File: config.mk
export PLATFORM = sky130hd
export DESIGN_NAME = lro_rx_out
export DESIGN_NICKNAME = d
export VERILOG_FILES = /design/src/lro_pkg.sv /design/src/lro_sync.sv /design/src/lro_fifo.sv /design/src/lro_rx_out.sv
export SDC_FILE = /design/constraint.sdc
export NUM_CORES = 1
export LEC_CHECK = 0
export ABC_AREA = 1
export BUFFER_PORTS_ARGS = -buffer_cell sky130_fd_sc_hd__buf_2
export CORE_MARGIN = 2
export CORE_UTILIZATION = 50
export CTS_CLUSTER_DIAMETER = 40
export DETAILED_ROUTE_END_ITERATION = 12
export GPL_TIMING_DRIVEN = 0
export HOLD_SLACK_MARGIN = 0.15
export MAX_ROUTING_LAYER = met4
export PLACE_DENSITY_LB_ADDON = 0.3
export SLEW_MARGIN = 20
export SYNTH_ARGS = -nofsm -noshare
export SYNTH_HDL_FRONTEND = slang
export SYNTH_HIERARCHICAL = 1
export SYNTH_SLANG_ARGS = --single-unit
File: constraint.sdc
create_clock -name CLK_SYS_I -period 2.4 [get_ports CLK_SYS_I]
set_input_delay 0.24 -clock CLK_SYS_I [delete_from_list [all_inputs] [get_ports CLK_SYS_I]]
set_output_delay 0.24 -clock CLK_SYS_I [all_outputs]
set_load 0.005 [all_outputs]
File: src/lro_pkg.sv
package lro_pkg;

  // One decoded bit slot as it travels through the pipe and the FIFO
  typedef struct packed {
    logic pos;
    logic neg;
    logic code_violation_flag;
  } lro_rail_t;

  // Sampled pin group, all crossing into the system clock together
  typedef struct packed {
    logic line_clk;
    logic line_pos;
    logic line_neg;
    logic ref_clk;
    logic host_mode;
    logic dec_bypass;
    logic e3_mode;
    logic alt_clk_sel;
    logic fall_edge_sel;
    logic test_tristate_n;
  } lro_pins_t;

  typedef enum logic [1:0] {
    LRO_LK_COUNT = 2'b01,
    LRO_LK_JUDGE = 2'b10
  } lro_lock_state_t;

  localparam int LRO_RAIL_W = $bits(lro_rail_t);
  localparam int LRO_PINS_W = $bits(lro_pins_t);
  localparam int LRO_FIFO_DEPTH = 8;
  localparam int LRO_PIPE_DEPTH = 4;
  localparam int LRO_B3ZS_B_POS = 1;
  localparam int LRO_HDB3_B_POS = 2;
  localparam lro_rail_t LRO_RAIL_IDLE = '0;
  localparam lro_pins_t LRO_PINS_RST = '0;
  localparam logic LRO_POL_RST = 1'b0;
  localparam logic LRO_LOCK_LOST_RST = 1'b0;

  // Lock window in recovered clock bits and tolerance in parts per mille
  localparam int LRO_CNT_W = 16;
  localparam int LRO_LOCK_WIN = 2000;
  localparam int LRO_LOCK_TOL_PPM = 5;
  localparam logic [LRO_CNT_W-1:0] LRO_LOCK_WIN_C =
    LRO_CNT_W'(LRO_LOCK_WIN);
  localparam logic [LRO_CNT_W-1:0] LRO_LOCK_TOL_C =
    LRO_CNT_W'(LRO_LOCK_WIN * LRO_LOCK_TOL_PPM / 1000);

endpackage : lro_pkg

File: src/lro_sync.sv
`timescale 1ns/1ps
module lro_sync
  import lro_pkg::*;
#(
  parameter int WIDTH = 1
) (
  input wire logic clk_i,
  input wire logic rst_i,
  input wire logic [WIDTH-1:0] d_i,
  output logic [WIDTH-1:0] q_o
);

  logic [WIDTH-1:0] meta_q;
  logic [WIDTH-1:0] sync_q;

  // First stage is read by the second stage only
  always_ff @(posedge clk_i or posedge rst_i) begin
    if (rst_i) begin
      meta_q <= '0;
      sync_q <= '0;
    end else begin
      meta_q <= d_i;
      sync_q <= meta_q;
    end
  end

  assign q_o = sync_q;

endmodule : lro_sync

File: src/lro_fifo.sv
`timescale 1ns/1ps
module lro_fifo
  import lro_pkg::*;
#(
  parameter int WIDTH = LRO_RAIL_W,
  parameter int DEPTH = LRO_FIFO_DEPTH
) (
  input wire logic clk_i,
  input wire logic rst_i,
  // Fill side
  input wire logic in_valid_i,
  output logic in_ready_o,
  input wire logic [WIDTH-1:0] in_data_i,
  // Drain side
  output logic out_valid_o,
  input wire logic out_ready_i,
  output logic [WIDTH-1:0] out_data_o
);

  localparam int AW = $clog2(DEPTH);

  logic [WIDTH-1:0] mem_q [DEPTH];
  logic [AW:0] wr_ptr_q;
  logic [AW:0] rd_ptr_q;

  wire full = (wr_ptr_q[AW] != rd_ptr_q[AW]) &&
              (wr_ptr_q[AW-1:0] == rd_ptr_q[AW-1:0]);
  wire empty = (wr_ptr_q == rd_ptr_q);
  wire push = in_valid_i && !full;
  wire pop = out_ready_i && !empty;

  assign in_ready_o = !full;
  assign out_valid_o = !empty;
  assign out_data_o = mem_q[rd_ptr_q[AW-1:0]];

  always_ff @(posedge clk_i) begin
    if (push) begin
      mem_q[wr_ptr_q[AW-1:0]] <= in_data_i;
    end
  end

  always_ff @(posedge clk_i or posedge rst_i) begin
    if (rst_i) begin
      wr_ptr_q <= '0;
      rd_ptr_q <= '0;
    end else begin
      if (push) begin
        wr_ptr_q <= wr_ptr_q + (AW+1)'(1);
      end
      if (pop) begin
        rd_ptr_q <= rd_ptr_q + (AW+1)'(1);
      end
    end
  end

endmodule : lro_fifo

File: src/lro_rx_out.sv
// Function
// - Host mode: shared output carries code violation flag by default.
// - Host mode: selection puts second recovered clock on shared output.
// - Hardware mode: shared output always carries the recovered clock.
// - Primary clock output always carries the recovered line clock.
// - Pulse outputs change on recovered clock rising edge by default.
// - Host mode, alternate clock selected: falling edge update allowed.
// - Host mode: software may pick falling edge update for data.
// - Negative output goes high for each received negative pulse.
// - Positive output goes high for each received positive pulse.
// - Decoder enabled: substitution codes removed, original zeros shown.
// - Test input low floats every output.
// - Test input idles high, so outputs stay driven normally.
// - Violation flag pulses high one bit period per code violation.
// - Bypass input high skips decoding, low enables decoding.
// - Flag lock lost when recovered and reference differ over 0.5%.
`timescale 1ns/1ps
module lro_rx_out
  import lro_pkg::*;
(
  // Clock and reset
  input wire logic CLK_SYS_I,
  input wire logic RST_I,
  // Line side, from clock recovery
  input wire logic LINE_CLK_I,
  input wire logic LINE_POS_I,
  input wire logic LINE_NEG_I,
  input wire logic REFERENCE_CLOCK_IN_I,
  // Mode and configuration straps
  input wire logic HOST_MODE_I,
  input wire logic DECODER_BYPASS_IN_I,
  input wire logic E3_MODE_I,
  input wire logic ALT_CLK_SEL_I,
  input wire logic FALL_EDGE_SEL_I,
  input wire logic BOARD_TEST_TRISTATE_N_I,
  // Terminal side
  output logic RECOVERED_CLOCK_OUT_O,
  output logic RECOVERED_CLOCK_ALT_OUT_O,
  output logic RX_POSITIVE_PULSE_OUT_O,
  output logic RX_NEGATIVE_PULSE_OUT_O,
  output logic LOCK_LOST_FLAG_O,
  output logic OUT_EN_O
);

  // Mark test on a single rail slot: true when exactly one pulse is present
  function automatic logic is_pulse(input lro_rail_t r);
    return r.pos ^ r.neg;
  endfunction : is_pulse

  // Edge of a sampled clock against its value one cycle earlier
  function automatic logic rise_of(input logic cur, input logic prev);
    return cur && !prev;
  endfunction : rise_of

  function automatic logic fall_of(input logic cur, input logic prev);
    return !cur && prev;
  endfunction : fall_of

  lro_pins_t pins_raw;
  lro_pins_t pins_s;

  assign pins_raw = '{
    line_clk: LINE_CLK_I,
    line_pos: LINE_POS_I,
    line_neg: LINE_NEG_I,
    ref_clk: REFERENCE_CLOCK_IN_I,
    host_mode: HOST_MODE_I,
    dec_bypass: DECODER_BYPASS_IN_I,
    e3_mode: E3_MODE_I,
    alt_clk_sel: ALT_CLK_SEL_I,
    fall_edge_sel: FALL_EDGE_SEL_I,
    test_tristate_n: BOARD_TEST_TRISTATE_N_I
  };

  // Data and clock share one synchroniser so their skew stays equal
  lro_sync #(
    .WIDTH(LRO_PINS_W)
  ) u_sync (
    .clk_i(CLK_SYS_I),
    .rst_i(RST_I),
    .d_i(pins_raw),
    .q_o(pins_s)
  );

  // Edge detection on the synchronised clocks
  logic line_clk_prev_q;
  logic ref_clk_prev_q;

  always_ff @(posedge CLK_SYS_I or posedge RST_I) begin
    if (RST_I) begin
      line_clk_prev_q <= 1'b0;
      ref_clk_prev_q <= 1'b0;
    end else begin
      line_clk_prev_q <= pins_s.line_clk;
      ref_clk_prev_q <= pins_s.ref_clk;
    end
  end

  wire line_rise = rise_of(pins_s.line_clk, line_clk_prev_q);
  wire line_fall = fall_of(pins_s.line_clk, line_clk_prev_q);
  wire ref_rise = rise_of(pins_s.ref_clk, ref_clk_prev_q);

  wire dec_en = !pins_s.dec_bypass;
  wire host = pins_s.host_mode;

  // Decode pipe: slot 0 is the newest bit, the last slot goes to the FIFO
  lro_rail_t pipe_q [LRO_PIPE_DEPTH];
  lro_rail_t pipe_d [LRO_PIPE_DEPTH];
  logic last_pol_q;
  logic seen_q;
  logic fifo_in_ready;

  lro_rail_t new_bit;
  assign new_bit = '{pos: pins_s.line_pos, neg: pins_s.line_neg, code_violation_flag: 1'b0};

  wire new_pulse = is_pulse(new_bit);
  wire new_both = pins_s.line_pos && pins_s.line_neg;
  wire bip_viol = new_pulse && seen_q && (new_bit.pos == last_pol_q);

  // Mark present in each pipe slot
  logic [LRO_PIPE_DEPTH-1:0] slot_mark;

  genvar m;
  generate
    for (m = 0; m < LRO_PIPE_DEPTH; m++) begin : g_mark
      assign slot_mark[m] = is_pulse(pipe_q[m]);
    end
  endgenerate

  // Zero gap before V: one slot for B3ZS, two for HDB3
  wire gap_zero = pins_s.e3_mode ?
    !(slot_mark[0] || slot_mark[1]) :
    !slot_mark[0];
  wire valid_sub = bip_viol && gap_zero;

  // B slot of a B0V or B00V pattern, same polarity as V
  lro_rail_t b_slot;
  assign b_slot = pins_s.e3_mode ? pipe_q[LRO_HDB3_B_POS]
                                 : pipe_q[LRO_B3ZS_B_POS];
  wire b_hit = is_pulse(b_slot) && (b_slot.pos == new_bit.pos);

  wire strip = dec_en && valid_sub;
  wire code_viol = new_bit.pos && new_bit.neg ||
                   (bip_viol && !strip);

  // Pipe only moves when the FIFO can take the leaving bit
  wire advance = line_rise && fifo_in_ready;

  always_comb begin
    pipe_d[0] = strip ? LRO_RAIL_IDLE : new_bit;
    pipe_d[0].code_violation_flag = code_viol;
    for (int k = 1; k < LRO_PIPE_DEPTH; k++) begin
      pipe_d[k] = pipe_q[k-1];
    end
    if (strip && b_hit) begin
      if (pins_s.e3_mode) begin
        pipe_d[LRO_HDB3_B_POS+1].pos = 1'b0;
        pipe_d[LRO_HDB3_B_POS+1].neg = 1'b0;
      end else begin
        pipe_d[LRO_B3ZS_B_POS+1].pos = 1'b0;
        pipe_d[LRO_B3ZS_B_POS+1].neg = 1'b0;
      end
    end
  end

  genvar g;
  generate
    for (g = 0; g < LRO_PIPE_DEPTH; g++) begin : g_pipe
      always_ff @(posedge CLK_SYS_I or posedge RST_I) begin
        if (RST_I) begin
          pipe_q[g] <= LRO_RAIL_IDLE;
        end else if (advance) begin
          pipe_q[g] <= pipe_d[g];
        end
      end
    end
  endgenerate

  // Raw line polarity of the last mark, for violation checking
  logic last_pol_d;
  logic seen_d;
  // Double marks are no polarity reference, so they are skipped
  wire mark_taken = advance && new_pulse && !new_both;
  assign last_pol_d = mark_taken ? new_bit.pos : last_pol_q;
  assign seen_d = mark_taken || seen_q;

  always_ff @(posedge CLK_SYS_I or posedge RST_I) begin
    if (RST_I) begin
      last_pol_q <= LRO_POL_RST;
      seen_q <= 1'b0;
    end else begin
      last_pol_q <= last_pol_d;
      seen_q <= seen_d;
    end
  end

  // Elastic buffer between decode and the terminal side
  logic fifo_out_valid;
  lro_rail_t fifo_out_data;

  wire fall_en = host && pins_s.fall_edge_sel;
  wire upd = fall_en ? line_fall : line_rise;

  lro_fifo #(
    .WIDTH(LRO_RAIL_W),
    .DEPTH(LRO_FIFO_DEPTH)
  ) u_fifo (
    .clk_i(CLK_SYS_I),
    .rst_i(RST_I),
    .in_valid_i(line_rise),
    .in_ready_o(fifo_in_ready),
    .in_data_i(pipe_q[LRO_PIPE_DEPTH-1]),
    .out_valid_o(fifo_out_valid),
    .out_ready_i(upd),
    .out_data_o(fifo_out_data)
  );

  // Output stage, one word per bit period on the chosen edge
  logic out_clk_q;
  logic out_clk_d;
  lro_rail_t out_q;
  lro_rail_t out_d;
  lro_rail_t pop_word;

  // Empty FIFO shows a zero slot rather than stale data
  assign pop_word = fifo_out_valid ? fifo_out_data : LRO_RAIL_IDLE;
  assign out_clk_d = pins_s.line_clk;
  assign out_d = upd ? pop_word : out_q;

  always_ff @(posedge CLK_SYS_I or posedge RST_I) begin
    if (RST_I) begin
      out_clk_q <= 1'b0;
      out_q <= LRO_RAIL_IDLE;
    end else begin
      out_clk_q <= out_clk_d;
      out_q <= out_d;
    end
  end

  wire alt_is_clk = !host || pins_s.alt_clk_sel;

  assign RECOVERED_CLOCK_OUT_O = out_clk_q;
  assign RECOVERED_CLOCK_ALT_OUT_O = alt_is_clk ? out_clk_q : out_q.code_violation_flag;
  assign RX_POSITIVE_PULSE_OUT_O = out_q.pos;
  assign RX_NEGATIVE_PULSE_OUT_O = out_q.neg;

  lro_lock_state_t lk_state_q;
  lro_lock_state_t lk_state_d;
  logic [LRO_CNT_W-1:0] line_cnt_q;
  logic [LRO_CNT_W-1:0] line_cnt_d;
  logic [LRO_CNT_W-1:0] ref_cnt_q;
  logic [LRO_CNT_W-1:0] ref_cnt_d;
  logic lock_lost_q;
  logic lock_lost_d;

  // Window counted in line bits, so the limit follows any line rate
  wire win_done = line_cnt_q == LRO_LOCK_WIN_C;
  // Saturate so a far-off reference cannot wrap back into tolerance
  wire ref_sat = &ref_cnt_q;
  wire ref_above = ref_cnt_q > LRO_LOCK_WIN_C;
  wire [LRO_CNT_W-1:0] diff_above = ref_cnt_q - LRO_LOCK_WIN_C;
  wire [LRO_CNT_W-1:0] diff_below = LRO_LOCK_WIN_C - ref_cnt_q;
  wire [LRO_CNT_W-1:0] diff = ref_above ? diff_above : diff_below;
  wire off_freq = diff > LRO_LOCK_TOL_C;

  always_comb begin
    lk_state_d = lk_state_q;
    line_cnt_d = line_cnt_q;
    ref_cnt_d = ref_cnt_q;
    lock_lost_d = lock_lost_q;
    case (lk_state_q)
      LRO_LK_COUNT: begin
        if (line_rise) begin
          line_cnt_d = line_cnt_q + LRO_CNT_W'(1);
        end
        if (ref_rise && !ref_sat) begin
          ref_cnt_d = ref_cnt_q + LRO_CNT_W'(1);
        end
        if (win_done) begin
          lk_state_d = LRO_LK_JUDGE;
        end
      end
      LRO_LK_JUDGE: begin
        lock_lost_d = off_freq;
        line_cnt_d = '0;
        ref_cnt_d = '0;
        lk_state_d = LRO_LK_COUNT;
      end
      default: begin
        lk_state_d = LRO_LK_COUNT;
      end
    endcase
  end

  always_ff @(posedge CLK_SYS_I or posedge RST_I) begin
    if (RST_I) begin
      lk_state_q <= LRO_LK_COUNT;
      line_cnt_q <= '0;
      ref_cnt_q <= '0;
      lock_lost_q <= LRO_LOCK_LOST_RST;
    end else begin
      lk_state_q <= lk_state_d;
      line_cnt_q <= line_cnt_d;
      ref_cnt_q <= ref_cnt_d;
      lock_lost_q <= lock_lost_d;
    end
  end

  assign LOCK_LOST_FLAG_O = lock_lost_q;

  // idle high drive
  // The pin's pull-up sits on the board; only the level is seen here
  assign OUT_EN_O = pins_s.test_tristate_n;

endmodule : lro_rx_out

==> flow_summary_export.csv <==
group,metric,value,unit
synthesis,seq_area_frac_synth,0.4854,
worst_setup_path,cpMostUsedCell,"nor2_1",
power_and_ir_drop,power_density,832.3,nW/µm²
worst_setup_path,path_cells,"clkinvlp_4, ha_1, nor2_4, nand2_1, nand2_2, nand2_4, nand2_4, buf_6, nor2_2, nor2_1, nand2_1, nor2_1, nand3_1, nor2_1, nor2_1",
floorplan,dieWidth,110.9,µm
clock_tree,cts_root_buf,"clkbuf_16",
hold_path,hp-class,"flop to flop",
layout,fill_cells,1023,
clock_tree,clk_pin_slew_worst_paths,0.07,ns
global_route,grt_antenna_before_repair,0,
sta,setup_violations,0,
power_and_ir_drop,swShare,0.3536,
power_and_ir_drop,combPwrFrac,0.281,
synthesis,synthArstFlopShare,0.7736,
synthesis,syn-num-nets,726,
synthesis,syn-cell-area,5714,µm²
clock_tree,cts_tree,"done",
sta,finClkSkew,0.006598,ns
worst_setup_path,critical_path_class,"flop to flop",
worst_setup_path,worstPathMaxFanout,10,
synthesis,yosysUniqueCellTypes,43,
layout,ff_latch_area,2775,µm²
sta,hold_viol,0,
worst_setup_path,slowest_delay,0.44,ns
layout,multi_input_area,2559,µm²
clock_tree,clockBufferDepth,2,
synthesis,yosys_register_bits,106,
synthesis,synthTopCellsByArea,"dfrtp_1 (35%), edfxtp_1 (13%), nand2_1 (12%), nand3_1 (5.4%), nor2_1 (4.9%)",
routing,vias_per_cell,5.379,
sta,finalSetupTns,0,ns
power_and_ir_drop,power.switching,1.894,mW
power_and_ir_drop,ir_worst_vdd,656.8,µV
synthesis,synth_enable_flop_cells,24,
layout,drive_gt1_frac,0.1410,
global_route,grt_overflow_total,0,
clock_tree,clk_latency,0.34,ns
power_and_ir_drop,p_int,3.462,mW
routing,drt_first_iter_violations,358,
routing,ant_nets,0,
worst_setup_path,setup.worst_path.end_class,"flop",
sta,fin_crit,2.236,ns
floorplan,fp.dieH,110.9,µm
sta,max_slew_margin,0.5152,
place,place_congestion,0.9279,
place,io_buffers,17,
place,post-dp-hpwl,9323,µm
clock_tree,numCtsBuffers,9,
floorplan,num_io_pins,18,
power_and_ir_drop,p_clk_frac,0.253,
synthesis,synth-main-ff-cell,"dfrtp_1",
layout,final_nets,771,
power_and_ir_drop,leakage,2.995,nW
synthesis,avgSynthCellArea,8.140,µm²
sta,final-max-slew-violation-count,0,
power_and_ir_drop,p_total,5.356,mW
clock_tree,clock_sinks,106,
synthesis,synth_top_area_share,0.3547,
synthesis,synth_top_area_cell,"dfrtp_1",
clock_tree,htreeDepth,3,
layout,fin_area,6435,µm²
sta,worstMarginPinSlew,0.7263,ns
sta,min_period_over_period,0.9315,
synthesis,yosys_warnings,6,
layout,diodes,0,
floorplan,start_util,0.5069,
routing,drt_wl_total,12950,µm
global_route,grt_first_pass_wirelength,21740,µm
worst_setup_path,start_kind,"flop",
floorplan,rows,39,
global_route,grt_pass1_vias,4652,
layout,area_growth,12.61,%
global_route,grt_use_total,0.2243,
routing,dr_total_vias,4814,
power_and_ir_drop,seqPwrFrac,0.466,
run_status,outcome,"complete, no violations",
run,maxCapViolCount,0,
worst_setup_path,worstPathRequired,2.63,ns
layout,instances_no_fill,895,
global_route,grt_max_degree,55,
worst_setup_path,critPathTopFamily,"simple AND/OR/NAND/NOR gates",
routing,wl_per_cell,14.47,µm
synthesis,syn_inst,702,
floorplan,die_area,12300,µm²
worst_setup_path,cp_num_buf_inv,2,
worst_setup_path,slowest_stage,"dfrtp_2",
sta,clock.fmax,0.4473,GHz
routing,drc,0,
worst_setup_path,cp_data_arrival_time,2.47,ns
place,place_area,5981,µm²
floorplan,core,11270,µm²
routing,first_pass_iters,5,
place,dp_cells,862,
worst register-to-register path, stage by stage, from the launching register on:
cell	delay [ns]
dfrtp_2	0.44
clkinvlp_4	0.15
ha_1	0.26
nor2_4	0.12
nand2_1	0.08
nand2_2	0.10
nand2_4	0.10
nand2_4	0.08
buf_6	0.15
nor2_2	0.06
nor2_1	0.12
nand2_1	0.06
nor2_1	0.12
nand3_1	0.12
nor2_1	0.12
nor2_1	0.05
final timing paths:
| check | endpoint | cells after the start | slack [ns] | start |
|---|---|---|---|---|
| worst max-delay path | LOCK_LOST_FLAG_O$_DFFE_PP0P_ | 15 | 0.16 | ref_cnt_q[4]$_DFFE_PP0P_ |
| worst min-delay path | u_sync/q_o[3]$_DFF_PP0_ | 0 | 0.35 | u_sync/meta_q[3]$_DFF_PP0_ |
| worst max register to register | LOCK_LOST_FLAG_O$_DFFE_PP0P_ | 15 | 0.16 | ref_cnt_q[4]$_DFFE_PP0P_ |
| worst min register to register | u_sync/q_o[3]$_DFF_PP0_ | 0 | 0.35 | u_sync/meta_q[3]$_DFF_PP0_ |
| max in group asynchronous | ref_cnt_q[4]$_DFFE_PP0P_ | 3 | 1.30 | RST_I |
| min in group asynchronous | u_fifo/wr_ptr_q[3]$_DFFE_PP0P_ | 3 | 0.45 | RST_I |
power by group through the flow:
| stage | sequential, mW | clock (mW) | combinational, mW |
|---|---|---|---|
| after floorplan | 2.43 | 0 | 1.14 |
| after global placement | 2.50 | 0 | 1.40 |
| after detailed placement | 2.52 | 0 | 1.45 |
| after CTS | 2.49 | 1.39 | 1.47 |
| after global routing | 2.54 | 1.46 | 1.72 |
| final | 2.49 | 1.35 | 1.51 |
per-stage QoR:
step | worst slack (ns) | hold slack (ns) | utilization
after floorplan | 0.4325 | 0.05566 | -
after global placement | -0.02806 | 0.2243 | 0.5304
after detailed placement | -0.03479 | 0.2545 | 0.5306
after CTS | 0.04850 | 0.3499 | 0.5647
after global routing | -0.01896 | 0.3494 | 0.5709
final | 0.1645 | 0.3454 | 0.5709
sequential cells by signal (all words and copies together) (netlist names), 2 cells and up:
register	cells
u_fifo/mem_q	24
line_cnt_q	16
ref_cnt_q	16
u_sync/meta_q	10
u_sync/q_o	10
pipe_q	7
pipe_d	5
u_fifo/rd_ptr_q	4
u_fifo/wr_ptr_q	4
lk_state_q	2
metal layers:
layer	track usage	vias up	share of wire	wire length, µm
met5	-	-	0	0
met4	0.06167	0	0.014	186
met3	0.04155	15	0.039	510
met2	0.3562	92	0.48	6267
met1	0.2994	2321	0.46	5986
li1	-	2386	-	-
cell usage after synthesis, types with 2 or more instances:
cell and count:
nand2_1 182, dfrtp_1 81, nor2_1 75, inv_1 73, nand3_1 62, o21ai_0 44, a21oi_1 29, edfxtp_1 24
nand2_2 13, ha_1 12, inv_2 10, nand2_4 8, nand4_1 8, nor3_1 8, o22ai_1 7, nor2_4 6
xor2_1 6, nor4_1 5, o21a_1 5, buf_2 4, clkbuf_1 4, nor2_2 4, buf_6 3, nand3_2 3
nand3b_1 3, a31oi_1 2, clkinv_2 2, nor3_2 2, nor3b_1 2, o21ai_2 2
layout by cell type, fill, tap and decap left out, types with 9 or more instances in the layout:
cell type / netlist / layout
o21ai_0: 44 / 44
a21oi_1: 29 / 29
nand2_2: 13 / 13
clkbuf_16: 0 / 9
buf_2: 4 / 20
inv_2: 10 / 10
dlygate4sd3_1: 0 / 11
inv_1: 73 / 70
ha_1: 12 / 12
nand3_1: 62 / 61
edfxtp_1: 24 / 24
nand2_1: 182 / 182
nor2_1: 75 / 75
dfrtp_1: 81 / 80
logic make-up after synthesis:
family	after synthesis	share of synthesized area
adder cells (fa/ha/maj)	12	0.02627
flip-flops	106	0.4854
buffers and inverters	97	0.06963
AND/OR/NAND/NOR	386	0.3175
AO/OA/AOI/OAI	94	0.09043
XOR/XNOR	7	0.01073
timing repair:
item,4_1_cts,5_1_grt
hold endpoints to repair,91,0
endpoints found under the setup margin,1,4
gates resized for setup,1,8
setup buffers,0,6
pin swaps,0,3
hold buffers,11,0
area by class of cell:
type                       count  share of cell area
sequential                   106              0.4313
multi-input combinational    499              0.3976
inverter                      85             0.05133
clock buffer                  11             0.03772
timing repair buffer          34             0.03733
tap                          143             0.02780
buffer                        12             0.01225
clock inverter                 5            0.004667
(Power assumes the default switching activity.)
